$ cat src/hdl/cssp_pkg.sv
// Purpose: Shared constants and carrier types for the card socket status/power bank
// Assumes: Eight-bit registers reached through one selector byte and one data byte
// Notes:   Offsets are register numbers inside the selector, not bus addresses
package cssp_pkg;

  // Register numbers carried in the selector's low six bits
  localparam logic [5:0] CSSP_IDX_REVISION = 6'h00;  // Chip revision, read only
  localparam logic [5:0] CSSP_IDX_STATUS   = 6'h01;  // Socket pin status, read only
  localparam logic [5:0] CSSP_IDX_POWER    = 6'h02;  // Socket power control

  // Selector field positions
  localparam int CSSP_SEL_DEV_BIT  = 7;  // Device select
  localparam int CSSP_SEL_SOCK_BIT = 6;  // Socket select
  localparam int CSSP_SEL_REG_HI   = 5;  // Register number top bit

  // Reset values
  localparam logic [7:0] CSSP_SEL_RST   = 8'h00;  // Selector after reset
  localparam logic [7:0] CSSP_POWER_RST = 8'h00;  // Power control after reset
  localparam logic [7:0] CSSP_RD_IDLE   = 8'h00;  // Read data after reset, or on foreign or unmapped reads

  // Host port address values
  localparam logic CSSP_PORT_SELECTOR = 1'b0;  // Selector byte
  localparam logic CSSP_PORT_DATA     = 1'b1;  // Data byte

  // Cycles from a read strobe to its data
  localparam int CSSP_RD_LATENCY = 1;

  // Socket pins, all sampled as synchronous levels
  typedef struct packed {
    logic vpp_valid_n;              // Programming voltage valid, active low
    logic card_ready_irq;           // Ready or interrupt request
    logic card_wprot_io16;          // Write protect or 16-bit I/O
    logic card_detect_a_n;          // First card detect, active low
    logic card_detect_b_n;          // Second card detect, active low
    logic batt_detect_a_stschange;  // First battery detect
    logic batt_detect_b_speaker;    // Second battery detect
  } cssp_pins_t;

  // Power control layout, bit 7 down to bit 0
  typedef struct packed {
    logic       card_out_en;  // Card output enable
    logic       compat_hi;    // Compatibility bit, stored only
    logic       auto_power;   // Automatic power
    logic       vcc_on;       // Card supply control
    logic [1:0] compat_mid;   // Compatibility bits, stored only
    logic [1:0] vpp_ctl;      // Programming voltage control
  } cssp_power_t;

endpackage

$ cat src/hdl/cssp_socket_slice.sv
// Purpose: One socket's power control register and pin status byte
// Assumes: Pins are synchronous to clk_sys; write strobe already decoded
// Notes:   Status byte is combinational; the caller registers read data
`timescale 1ns/1ps
module cssp_socket_slice (
  input  wire logic                 clk_sys,      // System clock
  input  wire logic                 rst,          // Async reset, active high
  input  wire cssp_pkg::cssp_pins_t pins,         // Socket pin levels
  input  wire logic                 power_we,     // Power register write strobe
  input  wire logic [7:0]           wdata,        // Write byte
  output logic [7:0]                status_byte,  // Pin status view
  output cssp_pkg::cssp_power_t     power         // Power control fields
);

  logic [7:0] power_r;  // Power control storage

  // Power control register, every bit read/write, cleared by reset
  always_ff @(posedge clk_sys or posedge rst) begin
    if (rst) begin
      power_r <= cssp_pkg::CSSP_POWER_RST;
    end else if (power_we) begin
      power_r <= wdata;
    end
  end

  assign power = cssp_pkg::cssp_power_t'(power_r);

  // Status view; bit 6 shows the supply control so software sees power state
  assign status_byte = {~pins.vpp_valid_n,
                        power.vcc_on,
                        pins.card_ready_irq,
                        pins.card_wprot_io16,
                        ~pins.card_detect_b_n,
                        ~pins.card_detect_a_n,
                        pins.batt_detect_b_speaker,
                        pins.batt_detect_a_stschange};
endmodule // cssp_socket_slice

$ cat src/hdl/cssp_status_power_regs.sv
// Purpose: Selector/data register pair with revision, pin status and power control
// Assumes: Host strobes are one-cycle pulses synchronous to clk_sys
// Notes:   Read data is registered and valid one cycle after the read strobe
//          Selector reads back on the selector address; data port follows it
//          Foreign device, absent socket and unmapped numbers read as zero
//          Writes to read-only or unmapped numbers are dropped silently
//          Status bit 6 mirrors the stored supply control of that socket
//
// Functional notes
// - Selector holds device, socket, register number
// - Revision register is read-only identity byte
// - Status bit 7 is inverted vpp valid
// - Status bit 5 is ready/irq pin
// - Status bit 4 is write-protect pin
// - Status bits 3:2 inverted card detects
// - Status bits 1:0 battery detect pins
// - Power control fields read/write, reset zero
`timescale 1ns/1ps
module cssp_status_power_regs #(
  parameter int         NUM_SOCKETS = 2,      // Sockets served, one or two
  parameter logic       DEVICE_SEL  = 1'b0,   // Device select value this chip answers
  parameter logic [1:0] IF_ID       = 2'h1,   // Interface id, arbitrary value
  parameter logic [4:0] REV_CODE    = 5'h04   // Stepping code, arbitrary value
) (
  input  wire logic                 clk_sys,    // System clock, 200 MHz
  input  wire logic                 rst,        // Async reset, active high
  // Host side byte port
  input  wire logic                 hst_sel,    // Chip select
  input  wire logic                 hst_addr,   // Zero selector, one data
  input  wire logic                 hst_rd,     // Read strobe
  input  wire logic                 hst_wr,     // Write strobe
  input  wire logic [7:0]           hst_wdata,  // Write byte
  output logic [7:0]                hst_rdata,  // Read byte, registered
  output logic                      hst_rvalid, // Read byte valid pulse
  // Socket side
  input  wire cssp_pkg::cssp_pins_t sock_pins  [2], // Pin levels per socket
  output cssp_pkg::cssp_power_t     sock_power [2]  // Power fields per socket
);

  // Host cycle, one clk_sys edge per access:
  //   hst_sel high with hst_wr writes hst_wdata to the selector or data port
  //   hst_sel high with hst_rd returns a byte one cycle later with hst_rvalid
  //   Accesses may come on every edge; a read in a write cycle sees old state
  // The selector names device, socket and register number; the data port then
  // reaches that register. Only register numbers 00h to 02h exist here.

  // Selector state
  logic [7:0] sel_r;    // Selector register
  logic [7:0] sel_nxt;  // Selector next value

  // Read path state
  logic [7:0] rdata_r;   // Registered read byte
  logic [7:0] rdata_nxt; // Read byte next value
  logic       rvalid_r;  // Read valid flag

  // Decoded host strobes
  // Strobes without chip select are ignored entirely
  wire logic       acc_sel   = hst_sel & (hst_addr == cssp_pkg::CSSP_PORT_SELECTOR);
  wire logic       acc_data  = hst_sel & (hst_addr == cssp_pkg::CSSP_PORT_DATA);
  wire logic       wr_sel    = acc_sel & hst_wr;   // Selector write
  wire logic       wr_data   = acc_data & hst_wr;  // Data port write
  wire logic       rd_any    = hst_sel & hst_rd;   // Any read

  // Selector fields
  // Positions come from the package so a remap stays in one place
  wire logic       sel_dev   = sel_r[cssp_pkg::CSSP_SEL_DEV_BIT];
  wire logic       sel_sock  = sel_r[cssp_pkg::CSSP_SEL_SOCK_BIT];
  wire logic [5:0] sel_reg   = sel_r[cssp_pkg::CSSP_SEL_REG_HI:0];

  // Device and socket match; another chip may share the port on a different select
  wire logic       dev_hit   = (sel_dev == DEVICE_SEL);
  wire logic       sock_ok   = (int'(sel_sock) < NUM_SOCKETS);
  wire logic       target_ok = dev_hit & sock_ok;

  // Register number decode
  // Only the low six bits; device and socket are judged above
  wire logic       is_rev    = (sel_reg == cssp_pkg::CSSP_IDX_REVISION);
  wire logic       is_stat   = (sel_reg == cssp_pkg::CSSP_IDX_STATUS);
  wire logic       is_pwr    = (sel_reg == cssp_pkg::CSSP_IDX_POWER);

  // Revision byte: id, a zero, then stepping code
  // Fixed at build time; a new stepping changes REV_CODE only
  wire logic [7:0] rev_byte  = {IF_ID, 1'b0, REV_CODE};

  // Per-socket views
  // Unpacked so each slice drives only its own element
  logic [7:0] status_b [2];  // Status bytes
  logic [7:0] power_b  [2];  // Power bytes
  logic       pwr_we   [2];  // Power write strobes

  // One slice per socket; absent sockets read zero and hold no state
  // A one-socket build thus costs no power register for the missing slot
  for (genvar i = 0; i < 2; i++) begin : g_sock
    if (i < NUM_SOCKETS) begin : g_live
      // Write lands only when the selector names this socket's power register
      assign pwr_we[i] = wr_data & target_ok & is_pwr & (int'(sel_sock) == i);
      cssp_socket_slice u_slice (
        .clk_sys     (clk_sys),
        .rst         (rst),
        .pins        (sock_pins[i]),
        .power_we    (pwr_we[i]),
        .wdata       (hst_wdata),
        .status_byte (status_b[i]),
        .power       (sock_power[i])
      );
      assign power_b[i] = 8'(sock_power[i]);
    end else begin : g_none
      assign pwr_we[i]     = 1'b0;
      assign status_b[i]   = 8'h00;
      assign power_b[i]    = 8'h00;
      assign sock_power[i] = cssp_pkg::cssp_power_t'(cssp_pkg::CSSP_POWER_RST);
    end
  end

  // Selected socket's views, picked once so the read mux stays flat
  wire logic [7:0] stat_pick = status_b[sel_sock];  // Status of named socket
  wire logic [7:0] pwr_pick  = power_b[sel_sock];   // Power of named socket

  // Data port read value; unmapped numbers and foreign selects read zero
  // Zero keeps the byte defined whenever this chip is not the target
  wire logic [7:0] data_byte =
      !target_ok ? cssp_pkg::CSSP_RD_IDLE :
      is_rev     ? rev_byte :
      is_stat    ? stat_pick :
      is_pwr     ? pwr_pick :
                   cssp_pkg::CSSP_RD_IDLE;

  // Next selector value; a write replaces all eight bits
  // Device and socket bits move with the number, so one write retargets
  always_comb begin
    sel_nxt = sel_r;
    if (wr_sel) begin
      sel_nxt = hst_wdata;
    end
  end

  // Next read byte; held between reads so a slow host can still sample it
  // Captured from pre-edge state, so a same-cycle write is not seen
  always_comb begin
    rdata_nxt = rdata_r;
    if (rd_any) begin
      rdata_nxt = acc_sel ? sel_r : data_byte;
    end
  end

  // Selector register
  // Cleared by reset, so a first data access reaches the revision byte
  always_ff @(posedge clk_sys or posedge rst) begin
    if (rst) begin
      sel_r <= cssp_pkg::CSSP_SEL_RST;
    end else begin
      sel_r <= sel_nxt;
    end
  end

  // Read data and its valid pulse
  // Valid is a one-cycle pulse; the byte itself stands until the next read
  always_ff @(posedge clk_sys or posedge rst) begin
    if (rst) begin
      rdata_r  <= cssp_pkg::CSSP_RD_IDLE;
      rvalid_r <= 1'b0;
    end else begin
      rdata_r  <= rdata_nxt;
      rvalid_r <= rd_any;
    end
  end

  assign hst_rdata  = rdata_r;
  assign hst_rvalid = rvalid_r;

  // Helper: expected status byte of the selected socket at read time
  // Built field by field from the pin bundle and sock_power, not from the slice's byte
  wire logic [7:0] exp_stat = {~sock_pins[sel_sock].vpp_valid_n,
                               sock_power[sel_sock].vcc_on,
                               sock_pins[sel_sock].card_ready_irq,
                               sock_pins[sel_sock].card_wprot_io16,
                               ~sock_pins[sel_sock].card_detect_b_n,
                               ~sock_pins[sel_sock].card_detect_a_n,
                               sock_pins[sel_sock].batt_detect_b_speaker,
                               sock_pins[sel_sock].batt_detect_a_stschange};
endmodule // cssp_status_power_regs
$ cat config.mk
export PLATFORM = sky130hd
export DESIGN_NAME = cssp_status_power_regs
export DESIGN_NICKNAME = d
export VERILOG_FILES = /design/src/hdl/cssp_pkg.sv /design/src/hdl/cssp_socket_slice.sv /design/src/hdl/cssp_status_power_regs.sv
export SDC_FILE = /design/constraint.sdc
export NUM_CORES = 1
export LEC_CHECK = 0
export BUFFER_PORTS_ARGS = -buffer_cell sky130_fd_sc_hd__buf_4
export CORE_ASPECT_RATIO = 0.6
export CORE_UTILIZATION = 45
export DETAILED_ROUTE_END_ITERATION = 12
export PLACE_DENSITY = 0.75
export REMOVE_ABC_BUFFERS = 1
export SYNTH_ARGS = -nofsm -noshare
export SYNTH_HDL_FRONTEND = slang
export SYNTH_SLANG_ARGS = --single-unit
$ cat constraint.sdc
create_clock -name clk_sys -period 1.68 [get_ports clk_sys]
set_input_delay 0.084 -clock clk_sys [delete_from_list [all_inputs] [get_ports clk_sys]]
set_output_delay 0.084 -clock clk_sys [all_outputs]
set_load 0.1 [all_outputs]
==> flow_summary.ini <==
[sta]
whs_ns = 0.0413
finalSetupViolCount = 24
finalHoldViolCount = 0
fin_skew_ns = 0.00914
slew_headroom_pct = 69.9
fin_tns_setup_ns = -2.11
layout_min_cycle_time_ns = 1.82
max_slew.worst_pin.slew_ns = 0.450
slew_violations = 0
rsz0062_at_grt = yes
fmax_ghz = 0.550
worst_slack_ns = -0.137
fin_crit_sh_pct = 108

[setup_path]
crit_type = reg -> reg
critPathRequiredTime_ns = 1.85
cp_slowest_stage_delay_ns = 0.42
cp_max_fo = 4
critPathBufInv = 1
worst_setup_path_start_kind = flip-flop
slowest_stage = dfrtp_1
cp.arrival_ns = 1.99
path_cells = nor4_4 > nand3b_4 > or3_4 > buf_6 > mux2_4
endpoint_kind = flip-flop
worst_path_dominant_cell_family = simple AND/OR/NAND/NOR gates

[route]
wl_met2_um = 1910
wl_met3_um = 263
drtAntennaViolNets = 0
top_layer_used = met4
vias = 1391
drtPass1Iterations = 4
totalWireLength_um = 4230
vias_per_cell = 5.43
avgRoutedWirePerCell_um = 16.5
drc_errors = 0
initialDrtViolationCount = 54
wl_met1_um = 2020

[global_routing]
grt_pass1_vias = 1404
antenna_found_initial = 0
groute.usage.overall_pct = 24.2
gr-total-overflow = 0
grt_pass1_wl_um = 7050
grt_max_degree = 34

[final_layout]
antennaDiodeCount = 0
final_net_count = 238
final_common_cell = buf_4
layout-drive-gt1-share_pct = 54.0
area_growth_pct = 47.6
layout_common_cells = buf_4 (70), dfrtp_1 (33), mux2_4 (15)
stdcell_count = 256

[power_and_ir_drop]
power.leakage_nw = 1.27
pwr_density_cell_nw_per_um2 = 1250
p_total_mw = 3.11
ir_drop_mv = 0.770

[clock_tree]
clock_latency_ns = 0.29
cts_buffer_depth = 2
clk_pin_slew_ns = 0.08
tritoncts = done
clock-sinks = 33
htreeDepth = 2
cts_buffers = 5
root_buffer = clkbuf_8

[place]
place_ws_ns = -0.167
gp_congestion = 0.869
dp.cells = 243
dp_hpwl_um = 3000
port_buffers = 52

[synth]
ys.warnings.count = 0
avgSynthCellArea_um2 = 12.6
ys_seq_area_share_pct = 49.0
ys_ff_latch = 33
syn_inst = 134
synthDistinctLibCells = 32
netlist_area_um2 = 1690

[job]
cap_violations = 0

[floorplan]
start_util_pct = 49.6
ios = 53
die_y_um = 49.4
core_region_area_um2 = 3400
die_w_um = 81.0
die_area_um2 = 4000
placementRows = 16

[min_path]
hold_class = in -> reg

[status]
status = finished, violations left
violations = setup timing
[cells by family (layout without fill, tap and decap cells)]
logic type      after synthesis  after routing  synth area share [%]
compound gates               30             30                  11.8
buf+inv                       9             86                  2.60
flops                        33             33                  49.0
mux                          38             38                  26.1
simple gates                 24             24                  10.5
[state kept, by name, summed over array words and instances (netlist names)]
register	count
g_sock.g_live.u_slice.power	16
hst_rdata	8
hst_rvalid	1
sel_r	8
[report_power, final]
part           switching, mW  leakage (nW)  total [mW]  internal, mW
Combinational          0.803         0.769        1.19         0.391
Clock                  0.315        0.0687       0.912         0.597
Sequential             0.101         0.430        1.00         0.903
Total                   1.22          1.27        3.11          1.89
[worst paths after layout]
kind                              startpoint                                 to  slack [ns]  depth (start not counted)
worst max-delay path                sel_r[5]  g_sock[1].g_live.u_slice.power[1]       -0.14                          5
worst min-delay path            hst_wdata[7]  g_sock[1].g_live.u_slice.power[7]        0.04                          2
worst max register to register      sel_r[5]  g_sock[1].g_live.u_slice.power[1]       -0.14                          5
worst min register to register  hst_rdata[3]                       hst_rdata[3]        0.52                          2
max in group asynchronous                rst  g_sock[0].g_live.u_slice.power[3]        0.94                          4
min in group asynchronous                rst                           sel_r[0]        0.44                          4
[cells in the mapped netlist]
| library cell | count | area share, % |
|---|---|---|
| nand3_1 | 2 | 0.59 |
| o311ai_2 | 1 | 0.96 |
| mux2i_1 | 14 | 8.3 |
| or3_1 | 1 | 0.37 |
| nand3b_4 | 1 | 1.2 |
| and3_1 | 6 | 2.2 |
| mux2_2 | 9 | 6.0 |
| dfrtp_1 | 33 | 49 |
| a2bb2oi_1 | 3 | 1.6 |
| clkbuf_2 | 1 | 0.30 |
| a211oi_1 | 2 | 0.89 |
| inv_1 | 4 | 0.89 |
| nand3b_1 | 1 | 0.45 |
| clkbuf_1 | 1 | 0.22 |
| nor2_1 | 3 | 0.67 |
| o21ai_1 | 1 | 0.30 |
| nor4_4 | 1 | 1.3 |
| nor3_4 | 1 | 0.96 |
| a221oi_1 | 1 | 0.52 |
| buf_1 | 1 | 0.22 |
| nor3b_2 | 1 | 0.74 |
| mux2_1 | 7 | 4.7 |
| buf_6 | 1 | 0.67 |
| mux2_4 | 8 | 7.1 |
| a21oi_1 | 12 | 3.6 |
| a22oi_1 | 1 | 0.45 |
| nor2b_1 | 2 | 0.74 |
| o21ai_0 | 5 | 1.5 |
| nand2_1 | 4 | 0.89 |
| buf_2 | 1 | 0.30 |
| o22a_1 | 4 | 2.1 |
| or4_1 | 1 | 0.45 |
[final cells by class]
| class | instances | area, µm² |
|---|---|---|
| clock buffer | 5 | 68.8 |
| multi-input combinational | 92 | 877 |
| timing repair buffer | 74 | 578 |
| sequential | 33 | 826 |
| clock inverter | 3 | 68.8 |
| fill | 242 | 913 |
| tap | 45 | 56.3 |
| inverter | 4 | 15.0 |
[stage by stage]
| stage | utilization [%] | instance area (µm²) |
|---|---|---|
| after CTS | 73.2 | 2490 |
| after global routing | 73.2 | 2490 |
| after global placement | 66.0 | 2240 |
| after floorplan | - | 1660 |
| after detailed placement | 66.0 | 2240 |
| final | 73.2 | 2490 |
[layer usage]
metal / track usage, % / vias to the layer above
met5: 0 / -
met2: 36.8 / 51
li1: - / 655
met3: 5.23 / 4
met1: 34.8 / 681
met4: 6.25 / 0
[repair_timing]
item / CTS / global route
cloned: 0 / 0
pin swaps: 13 / 2
setup buffers: 4 / 0
setup endpoints to repair: 24 / 24
hold buffers: 1 / 0
resized for setup: 20 / 0
hold endpoints to repair: 33 / 0
Note: power is estimated with default switching activity, not from simulation.
